**src/hw/link_tx_pkg.sv**
```systemverilog
package link_tx_pkg;

	localparam logic [11:0] ADDR_CTRL_ONE   = 12'h571;
	localparam logic [11:0] ADDR_CTRL_TWO   = 12'h572;
	localparam logic [11:0] ADDR_CTRL_THREE = 12'h573;
	localparam logic [11:0] ADDR_CTRL_FOUR  = 12'h574;
	localparam logic [11:0] ADDR_STATUS     = 12'h5A0;
	localparam logic [11:0] ADDR_CHECKSUM   = 12'h5A1;

	localparam logic [7:0] RST_CTRL_ONE   = 8'h14;
	localparam logic [7:0] RST_CTRL_TWO   = 8'h00;
	localparam logic [7:0] RST_CTRL_THREE = 8'h00;
	localparam logic [7:0] RST_CTRL_FOUR  = 8'h00;
	localparam logic [7:0] MASK_CTRL_ONE   = 8'hFF;
	localparam logic [7:0] MASK_CTRL_TWO   = 8'hF7;
	localparam logic [7:0] MASK_CTRL_THREE = 8'hFF;
	localparam logic [7:0] MASK_CTRL_FOUR  = 8'hF7;

	localparam int B1_STANDBY   = 7;
	localparam int B1_LANE_SYNC = 4;
	localparam int B1_ILAS_LO   = 2;
	localparam int B1_FRAME_ALIGN_CHAR_INSERT_OFF  = 1;
	localparam int B1_LINK_DOWN = 0;
	localparam int B2_SYNC_LO   = 6;
	localparam int B2_SYNC_INV  = 5;
	localparam int B2_SYNC_TYPE = 4;
	localparam int B2_BYPASS    = 2;
	localparam int B2_SYM_INV   = 1;
	localparam int B3_CSUM_LO   = 6;
	localparam int B3_INJ_LO    = 4;
	localparam int B3_PAT_LO    = 0;
	localparam int B4_DELAY_LO  = 4;

	localparam logic [1:0] ILAS_OFF    = 2'h0;
	localparam logic [1:0] ILAS_REPEAT = 2'h3;
	localparam logic [1:0] SYNC_FORCE_CGS  = 2'h2;
	localparam logic [1:0] SYNC_FORCE_DATA = 2'h3;
	localparam logic [1:0] CSUM_TABLE  = 2'h0;
	localparam logic [1:0] CSUM_FIELDS = 2'h1;
	localparam logic [1:0] INJ_SAMPLE  = 2'h0;
	localparam logic [1:0] INJ_ENCODER = 2'h1;
	localparam logic [1:0] INJ_SCRAM   = 2'h2;
	localparam logic [3:0] PAT_CHECKER = 4'h1;

	localparam logic [7:0] CHK_OCT_A = 8'hAA;
	localparam logic [7:0] CHK_OCT_B = 8'h55;
	localparam logic [9:0] CHK_SYM_A = 10'h2AA;
	localparam logic [9:0] CHK_SYM_B = 10'h155;

	localparam logic [7:0] K28_0 = 8'h1C;
	localparam logic [7:0] K28_3 = 8'h7C;
	localparam logic [7:0] K28_4 = 8'h9C;
	localparam logic [7:0] K28_5 = 8'hBC;
	localparam logic [7:0] K28_7 = 8'hFC;

	// two octets per frame, 32 frames per multiframe
	localparam logic [5:0] FRAME_MASK = 6'h01;
	localparam logic [5:0] MF_LAST    = 6'h3F;
	localparam logic [5:0] ILAS_Q_POS = 6'h01;
	localparam logic [5:0] CFG_FIRST  = 6'h02;
	localparam logic [5:0] CFG_END    = 6'h10;
	localparam logic [3:0] CFG_CSUM   = 4'hD;
	localparam logic [3:0] ILAS_CFG_MF  = 4'h1;
	localparam logic [3:0] ILAS_LAST_MF = 4'h3;

	localparam int FIFO_WIDTH = 8;
	localparam int FIFO_DEPTH = 16;

	localparam logic [7:0] CFG_TABLE [13] = '{8'h00, 8'h00, 8'h00, 8'h00, 8'h01, 8'h1F,
		8'h00, 8'h0D, 8'h2F, 8'h20, 8'h00, 8'h00, 8'h00};
	localparam int NUM_FIELDS = 21;
	localparam logic [3:0] FLD_OCTET [NUM_FIELDS] = '{4'h0, 4'h1, 4'h1, 4'h2, 4'h2, 4'h2, 4'h3,
		4'h3, 4'h4, 4'h5, 4'h6, 4'h7, 4'h7, 4'h8, 4'h8, 4'h9, 4'h9, 4'hA, 4'hA, 4'hB, 4'hC};
	localparam logic [2:0] FLD_LSB [NUM_FIELDS] = '{3'h0, 3'h0, 3'h4, 3'h0, 3'h5, 3'h6, 3'h0,
		3'h7, 3'h0, 3'h0, 3'h0, 3'h0, 3'h6, 3'h0, 3'h5, 3'h0, 3'h5, 3'h0, 3'h7, 3'h0, 3'h0};
	localparam logic [7:0] FLD_MASK [NUM_FIELDS] = '{8'hFF, 8'h0F, 8'h0F, 8'h1F, 8'h01, 8'h01,
		8'h1F, 8'h01, 8'hFF, 8'h1F, 8'hFF, 8'h1F, 8'h03, 8'h1F, 8'h07, 8'h1F, 8'h07, 8'h1F,
		8'h01, 8'hFF, 8'hFF};

	// 5b/6b and 3b/4b codes for negative running disparity, abcdei and fghj
	localparam logic [5:0] ENC6 [32] = '{6'h27, 6'h1D, 6'h2D, 6'h31, 6'h35, 6'h29, 6'h19,
		6'h38, 6'h39, 6'h25, 6'h15, 6'h34, 6'h0D, 6'h2C, 6'h1C, 6'h17, 6'h1B, 6'h23, 6'h13,
		6'h32, 6'h0B, 6'h2A, 6'h1A, 6'h3A, 6'h33, 6'h26, 6'h16, 6'h36, 6'h0E, 6'h2E, 6'h1E,
		6'h2B};
	localparam logic [3:0] ENC4 [8] = '{4'hB, 4'h9, 4'h5, 4'hC, 4'hD, 4'hA, 4'h6, 4'hE};
	localparam logic [5:0] K28_6B = 6'h0F;
	localparam logic [3:0] ALT4   = 4'h7;

	typedef struct packed {
		logic [11:0] addr;
		logic [7:0]  wdata;
		logic        wr;
		logic        rd;
	} reg_req_t;

	typedef struct packed {
		logic       valid;
		logic [9:0] data;
	} tx_sym_t;

	typedef enum logic [1:0] {ST_CGS, ST_WAIT, ST_ILAS, ST_DATA} link_state_t;

endpackage

```
**src/hw/link_tx_control.sv**
```systemverilog
`timescale 1ns/1ps
module sample_fifo #(
	parameter int WIDTH = 8,
	parameter int DEPTH = 16
) (
	input  wire logic             core_clk,  // clock
	input  wire logic             reset_n,   // sync reset
	input  wire logic [WIDTH-1:0] in_data,   // write word
	input  wire logic             in_valid,  // write offered
	output logic                  in_ready,  // room left
	output logic      [WIDTH-1:0] out_data,  // head word
	output logic                  out_valid, // not empty
	input  wire logic             out_ready  // drain
);
	localparam int AW = $clog2(DEPTH);
	localparam int CW = $clog2(DEPTH + 1);
	localparam logic [CW-1:0] FULL_CNT = CW'(DEPTH);
	localparam logic [CW-1:0] ONE_CNT  = CW'(1);

	logic [WIDTH-1:0] mem_q [DEPTH];
	logic [AW-1:0]    wr_ptr_q;
	logic [AW-1:0]    rd_ptr_q;
	logic [CW-1:0]    cnt_q;
	logic [CW-1:0]    cnt_d;
	logic             push;
	logic             pop;

	assign push     = in_valid & in_ready;
	assign pop      = out_valid & out_ready;
	assign out_data = mem_q[rd_ptr_q];
	assign cnt_d    = cnt_q + (push ? ONE_CNT : '0) - (pop ? ONE_CNT : '0);

	always_ff @(posedge core_clk) begin
		if (push) begin
			mem_q[wr_ptr_q] <= in_data;
		end
	end

	// flags registered from the next count so both ports come from flops
	always_ff @(posedge core_clk) begin
		if (!reset_n) begin
			wr_ptr_q  <= '0;
			rd_ptr_q  <= '0;
			cnt_q     <= '0;
			in_ready  <= 1'b0;
			out_valid <= 1'b0;
		end else begin
			wr_ptr_q  <= push ? AW'(wr_ptr_q + 1'b1) : wr_ptr_q;
			rd_ptr_q  <= pop ? AW'(rd_ptr_q + 1'b1) : rd_ptr_q;
			cnt_q     <= cnt_d;
			in_ready  <= cnt_d != FULL_CNT;
			out_valid <= cnt_d != '0;
		end
	end
endmodule

module link_tx_control (
	input  wire logic                  core_clk,                  // 200 MHz clock
	input  wire logic                  reset_n,                   // sync reset
	input  wire link_tx_pkg::reg_req_t reg_req,                   // register access
	output logic [7:0]                 reg_rdata,                 // read data
	input  wire logic                  sync_request_positive_pin, // sync pin +
	input  wire logic                  sync_request_negative_pin, // sync pin -
	input  wire logic [7:0]            in_data,                   // sample octet
	input  wire logic                  in_valid,                  // octet offered
	output logic                       in_ready,                  // fifo room
	output link_tx_pkg::tx_sym_t       tx_sym,                    // line symbol
	output logic                       link_active                // user data phase
);
	import link_tx_pkg::*;

	logic [7:0]  ctrl1_q;
	logic [7:0]  ctrl2_q;
	logic [7:0]  ctrl3_q;
	logic [7:0]  ctrl4_q;
	logic [1:0]  pin_s1_q;
	logic [1:0]  pin_s2_q;
	logic [1:0]  pin_s3_q;
	logic [1:0]  pin_q;
	logic        link_rst;
	logic        sync_raw;
	logic        sync_req;
	logic        sync_req_eff;
	logic [1:0]  sync_mode;
	logic [1:0]  ilas_mode;
	logic [1:0]  inj;
	logic [3:0]  pat;
	logic [3:0]  delay;
	link_state_t state_q;
	logic [3:0]  mf_cnt_q;
	logic [5:0]  oct_q;
	logic        frame_end;
	logic        mf_end;
	logic [7:0]  last_frame_q;
	logic [7:0]  csum;
	logic [7:0]  sample;
	logic        sample_k;
	logic [7:0]  oct_s;
	logic        k_s;
	logic        rd_q;
	logic [10:0] enc;
	logic [9:0]  sym;
	logic        chk_phase;
	logic        pat_on;
	logic [7:0]  fifo_data;
	logic        fifo_valid;
	logic        fifo_pop;

	assign link_rst  = !reset_n || ctrl1_q[B1_LINK_DOWN];
	assign sync_mode = ctrl2_q[B2_SYNC_LO +: 2];
	assign ilas_mode = ctrl1_q[B1_ILAS_LO +: 2];
	assign inj       = ctrl3_q[B3_INJ_LO +: 2];
	assign pat       = ctrl3_q[B3_PAT_LO +: 4];
	assign delay     = ctrl4_q[B4_DELAY_LO +: 4];
	assign pat_on    = pat == PAT_CHECKER;
	assign chk_phase = oct_q[0];

	// register port
	always_ff @(posedge core_clk) begin
		if (!reset_n) begin
			ctrl1_q <= RST_CTRL_ONE;
			ctrl2_q <= RST_CTRL_TWO;
			ctrl3_q <= RST_CTRL_THREE;
			ctrl4_q <= RST_CTRL_FOUR;
		end else if (reg_req.wr) begin
			case (reg_req.addr)
				ADDR_CTRL_ONE:   ctrl1_q <= reg_req.wdata & MASK_CTRL_ONE;
				ADDR_CTRL_TWO:   ctrl2_q <= reg_req.wdata & MASK_CTRL_TWO;
				ADDR_CTRL_THREE: ctrl3_q <= reg_req.wdata & MASK_CTRL_THREE;
				ADDR_CTRL_FOUR:  ctrl4_q <= reg_req.wdata & MASK_CTRL_FOUR;
				default: begin
				end
			endcase
		end
	end

	// read data valid only in the cycle after the strobe
	always_ff @(posedge core_clk) begin
		if (!reset_n || !reg_req.rd) begin
			reg_rdata <= 8'h00;
		end else begin
			case (reg_req.addr)
				ADDR_CTRL_ONE:   reg_rdata <= ctrl1_q;
				ADDR_CTRL_TWO:   reg_rdata <= ctrl2_q;
				ADDR_CTRL_THREE: reg_rdata <= ctrl3_q;
				ADDR_CTRL_FOUR:  reg_rdata <= ctrl4_q;
				ADDR_STATUS:     reg_rdata <= {state_q, sync_req_eff, sync_req, 4'h0};
				ADDR_CHECKSUM:   reg_rdata <= csum;
				default:         reg_rdata <= 8'h00;
			endcase
		end
	end

	// three-stage pin capture; a level is taken once stages two and three agree
	always_ff @(posedge core_clk) begin
		if (!reset_n) begin
			pin_s1_q <= 2'h3;
			pin_s2_q <= 2'h3;
			pin_s3_q <= 2'h3;
			pin_q    <= 2'h3;
		end else begin
			pin_s1_q <= {sync_request_negative_pin, sync_request_positive_pin};
			pin_s2_q <= pin_s1_q;
			pin_s3_q <= pin_s2_q;
			pin_q    <= (pin_q & (pin_s2_q ^ pin_s3_q)) | (pin_s3_q & ~(pin_s2_q ^ pin_s3_q));
		end
	end

	// sync is active low on the wire while B2_SYNC_INV is clear
	assign sync_raw = ctrl2_q[B2_SYNC_TYPE] ? pin_q[0] : (pin_q[0] & ~pin_q[1]);
	assign sync_req = ~(sync_raw ^ ctrl2_q[B2_SYNC_INV]);
	always_comb begin
		case (sync_mode)
			SYNC_FORCE_CGS:  sync_req_eff = 1'b1;
			SYNC_FORCE_DATA: sync_req_eff = 1'b0;
			default:         sync_req_eff = sync_req;
		endcase
	end

	// free-running multiframe octet counter
	always_ff @(posedge core_clk) begin
		if (link_rst) begin
			oct_q <= '0;
		end else begin
			oct_q <= oct_q + 6'h01;
		end
	end
	assign frame_end = (oct_q & FRAME_MASK) == FRAME_MASK;
	assign mf_end    = oct_q == MF_LAST;

	always_ff @(posedge core_clk) begin
		if (link_rst) begin
			state_q  <= ST_CGS;
			mf_cnt_q <= '0;
		end else if (sync_req_eff) begin
			state_q  <= ST_CGS;
			mf_cnt_q <= '0;
		end else begin
			case (state_q)
				ST_CGS: begin
					state_q  <= ST_WAIT;
					mf_cnt_q <= '0;
				end
				ST_WAIT: begin
					if (mf_end && (ilas_mode == ILAS_OFF || mf_cnt_q == delay)) begin
						state_q  <= (ilas_mode == ILAS_OFF) ? ST_DATA : ST_ILAS;
						mf_cnt_q <= '0;
					end else if (mf_end) begin
						mf_cnt_q <= mf_cnt_q + 4'h1;
					end
				end
				ST_ILAS: begin
					if (mf_end && mf_cnt_q == ILAS_LAST_MF) begin
						state_q  <= (ilas_mode == ILAS_REPEAT) ? ST_ILAS : ST_DATA;
						mf_cnt_q <= '0;
					end else if (mf_end) begin
						mf_cnt_q <= mf_cnt_q + 4'h1;
					end
				end
				ST_DATA: begin
				end
				default: state_q <= ST_CGS;
			endcase
		end
	end

	function automatic logic [7:0] checksum(input logic [1:0] mode);
		logic [7:0] s;
		s = 8'h00;
		if (mode == CSUM_TABLE) begin
			for (int i = 0; i < 13; i++) begin
				s = s + CFG_TABLE[i];
			end
		end else if (mode == CSUM_FIELDS) begin
			for (int i = 0; i < NUM_FIELDS; i++) begin
				s = s + ((CFG_TABLE[FLD_OCTET[i]] >> FLD_LSB[i]) & FLD_MASK[i]);
			end
		end
		return s;
	endfunction
	assign csum = checksum(ctrl3_q[B3_CSUM_LO +: 2]);

	assign fifo_pop = state_q == ST_DATA && !link_rst;

	sample_fifo #(
		.WIDTH (FIFO_WIDTH),
		.DEPTH (FIFO_DEPTH)
	) u_fifo (
		.core_clk  (core_clk),
		.reset_n   (reset_n),
		.in_data   (in_data),
		.in_valid  (in_valid),
		.in_ready  (in_ready),
		.out_data  (fifo_data),
		.out_valid (fifo_valid),
		.out_ready (fifo_pop)
	);

	// an empty fifo in the data phase sends 8'h00, or K28_5 when B1_STANDBY is set
	always_comb begin
		sample   = 8'h00;
		sample_k = 1'b0;
		if (fifo_valid) begin
			sample = fifo_data;
		end else if (ctrl1_q[B1_STANDBY]) begin
			sample   = K28_5;
			sample_k = 1'b1;
		end
		if (inj == INJ_SAMPLE && pat_on) begin
			sample   = chk_phase ? CHK_OCT_B : CHK_OCT_A;
			sample_k = 1'b0;
		end
	end

	always_comb begin
		oct_s = K28_5;
		k_s   = 1'b1;
		case (state_q)
			ST_ILAS: begin
				if (oct_q == '0) begin
					oct_s = K28_0;
				end else if (mf_end) begin
					oct_s = K28_3;
				end else if (mf_cnt_q == ILAS_CFG_MF && oct_q == ILAS_Q_POS) begin
					oct_s = K28_4;
				end else if (mf_cnt_q == ILAS_CFG_MF && oct_q >= CFG_FIRST && oct_q < CFG_END) begin
					k_s   = 1'b0;
					oct_s = (4'(oct_q - CFG_FIRST) == CFG_CSUM) ? csum :
						CFG_TABLE[4'(oct_q - CFG_FIRST)];
				end else begin
					k_s   = 1'b0;
					oct_s = {2'h0, oct_q};
				end
			end
			ST_DATA: begin
				oct_s = sample;
				k_s   = sample_k;
				// repeated frame tail becomes an alignment character
				if (!ctrl1_q[B1_FRAME_ALIGN_CHAR_INSERT_OFF] && !sample_k && frame_end && sample == last_frame_q) begin
					oct_s = (mf_end && ctrl1_q[B1_LANE_SYNC]) ? K28_3 : K28_7;
					k_s   = 1'b1;
				end
				if (inj == INJ_SCRAM && pat_on) begin
					oct_s = chk_phase ? CHK_OCT_B : CHK_OCT_A;
					k_s   = 1'b0;
				end
			end
			default: begin
			end
		endcase
	end

	always_ff @(posedge core_clk) begin
		if (link_rst) begin
			last_frame_q <= 8'h00;
		end else if (state_q == ST_DATA && frame_end) begin
			last_frame_q <= sample;
		end
	end

	function automatic logic [10:0] encode(input logic [7:0] d, input logic k, input logic rd);
		logic [5:0] c6;
		logic [3:0] c4;
		logic       rd1;
		logic       alt;
		c6 = k ? K28_6B : ENC6[d[4:0]];
		rd1 = rd ^ ($countones(c6) != 3);
		if (rd && (($countones(c6) != 3) || (!k && d[4:0] == 5'h07))) begin
			c6 = ~c6;
		end
		alt = d[7:5] == 3'h7 && (k || (!rd1 && (d[4:0] == 5'h11 || d[4:0] == 5'h12 ||
			d[4:0] == 5'h14)) || (rd1 && (d[4:0] == 5'h0B || d[4:0] == 5'h0D || d[4:0] == 5'h0E)));
		c4 = alt ? ALT4 : ENC4[d[7:5]];
		if (rd1 && (($countones(c4) != 2) || d[7:5] == 3'h3)) begin
			c4 = ~c4;
		end
		// balanced k28 tails take the other form after a negative six-bit block
		if (k && !rd1 && ($countones(c4) == 2) && d[7:5] != 3'h3) begin
			c4 = ~c4;
		end
		return {rd1 ^ ($countones(c4) != 2), c6, c4};
	endfunction
	assign enc = encode(oct_s, k_s, rd_q);

	always_comb begin
		sym = ctrl2_q[B2_BYPASS] ? {2'h0, oct_s} : enc[9:0];
		if (inj == INJ_ENCODER && pat_on) begin
			sym = chk_phase ? CHK_SYM_B : CHK_SYM_A;
		end
		if (ctrl2_q[B2_SYM_INV]) begin
			sym = ~sym;
		end
	end

	// powered-down link sends nothing
	always_ff @(posedge core_clk) begin
		if (link_rst) begin
			rd_q        <= 1'b0;
			tx_sym      <= '0;
			link_active <= 1'b0;
		end else begin
			rd_q        <= ctrl2_q[B2_BYPASS] ? rd_q : enc[10];
			tx_sym      <= '{valid: 1'b1, data: sym};
			link_active <= state_q == ST_DATA;
		end
	end
endmodule

```
**config.mk**
```make
export PLATFORM = sky130hd
export DESIGN_NAME = link_tx_control
export DESIGN_NICKNAME = d
export VERILOG_FILES = /design/src/hw/link_tx_pkg.sv /design/src/hw/link_tx_control.sv
export SDC_FILE = /design/constraint.sdc
export NUM_CORES = 1
export LEC_CHECK = 0
export BUFFER_PORTS_ARGS = -buffer_cell sky130_fd_sc_hd__buf_4
export CELL_PAD_IN_SITES_DETAIL_PLACEMENT = 1
export CELL_PAD_IN_SITES_GLOBAL_PLACEMENT = 1
export CORE_MARGIN = 1.5
export CORE_UTILIZATION = 28
export CTS_CLUSTER_SIZE = 28
export DETAILED_ROUTE_END_ITERATION = 12
export PLACE_DENSITY = 0.53
export SLEW_MARGIN = 20
export SYNTH_ARGS = -nofsm -noshare
export SYNTH_HDL_FRONTEND = slang
export SYNTH_SLANG_ARGS = --single-unit
export TNS_END_PERCENT = 10
```
**constraint.sdc**
```tcl
create_clock -name core_clk -period 13.57 [get_ports core_clk]
set_input_delay 0.6785 -clock core_clk [delete_from_list [all_inputs] [get_ports core_clk]]
set_output_delay 0.6785 -clock core_clk [all_outputs]
set_load 0.02 [all_outputs]
```
==> metrics.md, run 1 <==
| Metric | Value |
|---|---|
| Syn_area_per_cell | roughly 11 um^2 |
| Via/cell ratio | between 5 and 6 |
| Logic pwr share | 0.144 |
| Pwr dens | 128 nW/um^2 |
| Die width | between 200 and 250 um |
| Classification of the worst setup path | flip-flop to flip-flop |
| DRT Wirelength | ~32,000 um |
| Largest net degree at the start of global routing | 39 |
| Maximum vdd drop | ~0.12 mV |
| Setup Skew | 0.0142 ns |
| Area grow syn2layout | 16.6% |
| FF+latch count, synth | 226 |
| CP max-delay cell | or4b_1 |
| Critical path peak fanout | 11 |
| Initial antenna violation count | 0 |
| IO buf count | 55 |
| Power Internal | roughly 1.3 mW |
| Clk slew on worst S/H paths | about 0.060 ns |
| Num CTS Buffers | 26 |
| Hold-fix buffers, CTS | 0 |
| Iteration-0 DRC count of the detailed router | ~440 |
| CTS tree | yes |
| RSZ-0062 raised after global routing | no |
| Core Area | ~40,000 um^2 |
| Slew HR | 0.301 |
| Tightest Pin Transition | between 1 and 1.5 ns |
| Number of enable flip-flop cells after synthesis | ~130 |
| Post-synth top cells | edfxtp_1, dfxtp_1, nand2_1 |
| HP Class | primary input to flip-flop |
| Layout cell share with drive strength beyond 1 | 0.160 |
| Number of global-route vias before repair | approximately 8.4k |
| Ports | 56 |
| Largest cells by area after synthesis | edfxtp_1, dfxtp_1, mux4_2, ha_1, a21oi_1 |
| Grt ovf | 0 |
| Pins Over Slew Limit | 0 |
| Die area | ~42,000 um^2 |
| Post-synthesis instance area | 11,300 um^2 |
| Top-count cell post-synth | edfxtp_1 |
| Drt first pass iters | 5 |
| Post-synth ARST share | 0 |
| Clk sink count | ~230 |
| Finished Cell Area | approximately 13,000 um^2 |
| GPL Wtd Cong | 0.779 |
| Syn Inst Count | ~1.0k |
| Clk_lat worst skew | roughly 0.54 ns |
| Fmax | around 80 MHz |
| Die Y-Extent | a little over 200 um |
| YS warnings | 0 |
| Register area | between 5000 and 6000 um^2 |
| ANT cells | 0 |
| Status | finished clean |
| Worst path required time | around 14 ns |
| Fin crit share | 0.912 |
| Clock power frac | 0.403 |
| Fin Setup TNS | 0 ns |
| Setup crit end kind | flip-flop |
| Buf/Inv on CP | 8 |
| Startpoint types | flip-flop |
| Synth Flop Type | edfxtp_1 |
| Row count | 73 |
| Leak Pwr | 4.57 nW |
| Clk buf depth | 3 |
| Placed Area | about 12,000 um^2 |
| Drt wl/cell | between 15 and 20 um |
| Total track usage | 0.156 |
| Worst EP arrival | between 10 and 15 ns |
| Syn_nets | about 1.1k |
| Switching share of power | 0.260 |
| Initial Util | 0.284 |
| Cell family with most CP delay | adder cells |
| Worst path max stage delay | 0.68 ns |
| Netlist cell types | 80 |
| Area share of the largest cell type after synthesis | 0.340 |
| Dominant cell type by area after synthesis | edfxtp_1 |
| Hpwl dp | between 20,000 and 25,000 um |
| Post-DRT Antenna Nets | 0 |
| Global-route wire length before repair | slightly above 50,000 um |
| Sequential Power Share | 0.453 |
| MaxCap Viol Count | 0 |
| Final hold vios | 0 |
| DR vias | between 8k and 9k |
| H-tree depth | 1 |
| # DRC | 0 |
| Clock Root Buffer | clkbuf_16 |
| Seq/Total Area, Yosys | 0.513 |
| Most frequent CP cell | ha_1 |
| Setup Viol. Count Final | 0 |
| # nets final | between 1k and 1.5k |
| Filler cell count | between 4k and 5k |
| Tmin final | 12.37 ns |
| Footprint of the multi-input gates | between 5000 and 6000 um^2 |
| Psw | approximately 0.44 mW |
[flip-flops by register name, indices dropped and copies added (netlist names), 2 cells and up, named ones only]
register	flops
oct_q	6
u_fifo.cnt_q	5
mf_cnt_q	4
u_fifo.mem_q	128
ctrl1_q	8
u_fifo.rd_ptr_q	4
ctrl2_q	7
ctrl4_q	7
pin_s2_q	2
reg_rdata	8
pin_s1_q	2
last_frame_q	8
state_q	2
tx_sym	11
ctrl3_q	8
u_fifo.wr_ptr_q	4
pin_s3_q	2
[layer usage]
metal	track usage	share of wire	vias to the layer above
li1	-	-	3945
met1	0.211	0.47	4113
met2	0.261	0.48	122
met3	0.0225	0.033	41
met4	0.0433	0.025	0
met5	0	0	-
[final cells by class]
| class | count | share of cell area |
|---|---|---|
| tap | 525 | 0.0498 |
| inverter | 46 | 0.0131 |
| clock buffer | 36 | 0.0560 |
| clock inverter | 12 | 0.00664 |
| sequential | 226 | 0.441 |
| multi-input combinational | 705 | 0.387 |
| timing repair buffer | 79 | 0.0465 |
[power by group through the flow]
| stage | sequential [mW] | combinational, mW | clock (mW) |
|---|---|---|---|
| 2_1_floorplan | 0.786 | 0.157 | 0 |
| 4_1_cts | 0.767 | 0.245 | 0.701 |
| 5_1_grt | 0.769 | 0.273 | 0.727 |
| 3_5_place_dp | 0.782 | 0.244 | 0 |
| 6_report | 0.766 | 0.244 | 0.682 |
| 3_3_place_gp | 0.781 | 0.239 | 0 |
[metrics by stage]
stage	total power [mW]	hold slack, ns	setup WS [ns]	util	std cells
5_1_grt	1.77	0.326	0.114	0.331	1629
6_report	1.69	0.327	1.20	0.331	1629
3_5_place_dp	1.03	0.398	0.465	0.309	1576
2_1_floorplan	0.943	0.386	2.26	-	1031
3_3_place_gp	1.02	0.389	0.782	0.309	1576
4_1_cts	1.71	0.305	0.447	0.329	1624
[cells by family (layout without fill, tap and decap cells)]
family / Yosys count / in the layout / synth area share
and+or+nand+nor: 350 / 350 / 0.152
DFF: 226 / 226 / 0.513
AOI/OAI and AO/OA: 218 / 218 / 0.133
buffers and inverters: 100 / 173 / 0.0372
muxes: 54 / 54 / 0.0817
adders and majority gates: 46 / 46 / 0.0539
xor gates and xnor gates: 37 / 37 / 0.0287
[placed cells by master, fill, tap and decap left out, types with 15 or more instances in the layout]
cell type | synthesis | layout
a21oi_1 | 71 | 71
o21ai_0 | 26 | 26
xnor2_1 | 22 | 22
nand3_1 | 50 | 50
nand2_1 | 90 | 90
xor2_1 | 15 | 15
dfxtp_1 | 98 | 95
ha_1 | 39 | 39
mux2i_1 | 20 | 20
buf_4 | 1 | 78
edfxtp_1 | 128 | 128
nor2_1 | 86 | 81
inv_1 | 44 | 44
clkbuf_16 | 0 | 27
mux4_2 | 29 | 29
nor3_1 | 27 | 25
a211oi_1 | 16 | 16
[final timing paths]
check / startpoint / to / slack, ns / cells past startpoint
min reg2reg: pin_s1_q[0] / pin_s2_q[0] / 0.41 / 1
max: ctrl3_q[1] / rd_q / 1.20 / 53
max reg2reg: ctrl3_q[1] / rd_q / 1.20 / 53
min: sync_request_negative_pin / pin_s1_q[1] / 0.33 / 2
[repair_timing]
item,CTS,global route
resized for setup,0,3
endpoints found under the setup margin,0,1
buffers inserted,0,5
hold endpoints to repair,0,0
Note: power is estimated with default switching activity, not from simulation.
==> run 2: changes to the inputs <==
--- a/config.mk
+++ b/config.mk
@@ -9,10 +9,10 @@
 export CELL_PAD_IN_SITES_DETAIL_PLACEMENT = 1
 export CELL_PAD_IN_SITES_GLOBAL_PLACEMENT = 1
 export CORE_MARGIN = 1.5
-export CORE_UTILIZATION = 28
+export CORE_UTILIZATION = 43
 export CTS_CLUSTER_SIZE = 28
 export DETAILED_ROUTE_END_ITERATION = 12
-export PLACE_DENSITY = 0.53
+export PLACE_DENSITY = 0.77
 export SLEW_MARGIN = 20
 export SYNTH_ARGS = -nofsm -noshare
 export SYNTH_HDL_FRONTEND = slang
==> constraint.sdc (replaced) <==
create_clock -name core_clk -period 10.05 [get_ports core_clk]
set_input_delay 0.5025 -clock core_clk [delete_from_list [all_inputs] [get_ports core_clk]]
set_output_delay 0.5025 -clock core_clk [all_outputs]
set_load 0.02 [all_outputs]
==> metrics.md, run 2 (synthesis results as in run 1) <==
| Metric | Value |
|---|---|
| Drt first pass iters | 5 (unchanged) |
| Startpoint types | flip-flop |
| Slew HR | 0.208 (-0.0928) |
| Most frequent cells in the layout | buf_4, edfxtp_1, dfxtp_1 |
| Setup Viol. Count Final | 3 (+3) |
| # DRC | 0 (unchanged) |
| Iteration-0 DRC count of the detailed router | 897 (+100%) |
| DR vias | 9,214 (+12%) |
| Number of global-route vias before repair | 9,718 (+15%) |
| Grt ovf | 0 (unchanged) |
| Largest net degree at the start of global routing | 35 (-10%) |
| Critical path peak fanout | 12 (+1) |
| Clk slew on worst S/H paths | 0.06 ns (about the same) |
| Via/cell ratio | 5.76 (+14%) |
| MaxCap Viol Count | 0 (unchanged) |
| Row count | 59 (-19%) |
| # nets final | 1,326 (+14%) |
| Tmin final | 10.95 ns (-1.41 ns) |
| Status | finished with violations |
| Classification of the worst setup path | flip-flop to flip-flop |
| Num CTS Buffers | 25 (-3.8%) |
| Buf/Inv on CP | 10 (+2) |
| Area grow syn2layout | 29.4% |
| CTS tree | yes |
| Fin crit share | 1.09 (+0.179) |
| HP Class | primary input to flip-flop |
| Global-route wire length before repair | 53,800 um (+6.1%) |
| Reg with most FFs | u_fifo.mem_q |
| Non-Filler Instances | 1,600 (-1.8%) |
| Ports | 56 (unchanged) |
| H-tree depth | 1 (unchanged) |
| Max reg flops | 128 (unchanged) |
| Pins Over Slew Limit | 0 (unchanged) |
| Clk buf depth | 3 (unchanged) |
| Clock Root Buffer | clkbuf_16 |
| Die Y-Extent | 165 um (-19%) |
| Final hold vios | 0 (unchanged) |
| Fin util | 0.565 (+0.234) |
| Placed insts | 1,527 (-3.1%) |
| IO buf count | 55 (unchanged) |
| Leak Pwr | 5.49 nW (+20%) |
| ANT cells | 0 (unchanged) |
| Initial Util | 0.437 (+0.152) |
| Clk sink count | 226 (unchanged) |
| Hold-fix buffers, CTS | 0 (unchanged) |
| Die area | 27,300 um^2 (-34%) |
| Drt wl/cell | 22.2 um (+12%) |
| Post-DRT Antenna Nets | 0 (unchanged) |
| Leading cell type in the layout, fill and taps excluded | buf_4 |
| Core Area | 25,900 um^2 (-35%) |
| RSZ-0062 raised after global routing | yes |
| GPL Wtd Cong | 0.896 (+15%) |
| Fmax | 91.3 MHz (+13%) |
| Worst EP arrival | 11.43 ns (-1.41 ns) |
| Worst path required time | 10.52 ns (-3.52 ns) |
| Total track usage | 0.260 (+0.104) |
| Die width | 165 um (-19%) |
| Pwr dens | 170 nW/um^2 (+32%) |
| Clk_lat worst skew | 0.55 ns (about the same) |
| Final worst slack | -0.905 ns (-2.11 ns) |
| CP max-delay cell | fa_1 |
| Hpwl dp | 24,200 um (+7.1%) |
| Setup Skew | 0.0302 ns (+0.0161 ns) |
| Worst path max stage delay | 0.56 ns (-0.12 ns) |
| Layout cell share with drive strength beyond 1 | 0.313 (+0.153) |
| Maximum vdd drop | 0.157 mV (+35%) |
| Cell family with most CP delay | adder cells |
| DRT Wirelength | 35,600 um (+10%) |
| Initial antenna violation count | 0 (unchanged) |
| Failing checks | setup timing |
| Tightest Pin Transition | 1.18 ns (+0.139 ns) |
| Setup crit end kind | flip-flop |
| Largest regs | u_fifo.mem_q (128), tx_sym (11) |
## run 2: changes by cell type in the layout (fill, tap and decap cells not counted), sizes merged
| cell | previous run | this run |
|---|---|---|
| clkbuf | 36 | 29 |
| clkinv | 10 | 9 |
| inv | 45 | 46 |
| bufinv | 1 | 5 |
| buf | 79 | 243 |
## run 2: cell type report
class	instances	area (um^2)
Sequential cell	226	5810
Tap cell	335	419
Clock buffer	29	651
Inverter	46	173
Fill cell	2760	11300
Multi-Input combinational cell	705	5420
Timing Repair Buffer	243	1940
Clock inverter	16	231
## run 2: layer usage
layer,track usage,wire [um],part of all wire
met2,0.467,18400,0.52
met3,0.0340,1470,0.041
met1,0.315,14500,0.41
met4,0.101,1260,0.035
met5,0.00189,0,0
## run 2: final timing paths
| path | start | to | slack [ns] | cells past startpoint |
|---|---|---|---|---|
| setup / recovery | flip-flop | rd_q | -0.90 | 53 |
| hold / removal | sync_request_negative_pin | pin_s1_q[1] | 0.14 | 2 |
| setup reg to reg | flip-flop | rd_q | -0.90 | 53 |
| hold reg to reg | pin_s1_q[1] | pin_s2_q[1] | 0.41 | 1 |
## run 2: per-stage QoR
| stage | power [mW] | cell area (um^2) | TNS [ns] | hold WS, ns | setup WS, ns |
|---|---|---|---|---|---|
| 2_1_floorplan | 1.28 | 11400 | -0.882 | 0.386 | -0.882 |
| 3_3_place_gp | 1.42 | 13200 | -0.928 | 0.391 | -0.738 |
| 3_5_place_dp | 1.44 | 13200 | -3.45 | 0.405 | -1.35 |
| 4_1_cts | 2.45 | 14400 | -0.823 | 0.132 | -0.726 |
| 5_1_grt | 2.56 | 14600 | -3.88 | 0.154 | -1.49 |
| 6_report | 2.48 | 14600 | -1.05 | 0.139 | -0.905 |
## run 2: worst register-to-register path, delay by kind of cell (launching register included)
kind	cells	cell delay [ns]
mux	1	0.53
compound gates	13	2.37
xor+xnor	4	0.58
fa+ha+maj	13	4.01
buf+inv	10	1.05
flops	1	0.35
simple gates	12	1.98
## run 2: power breakdown
part	switching, mW	internal, mW	leakage, nW
clock	0.402	0.596	0.429
combinational	0.238	0.214	3.11
sequential	0.0207	1.01	1.95
total	0.661	1.82	5.49
## run 2: repair_timing
item	CTS	global route
resized for setup	31	36
cloned	1	0
pin swaps	22	33
setup endpoints to repair	5	5
setup buffers	13	14
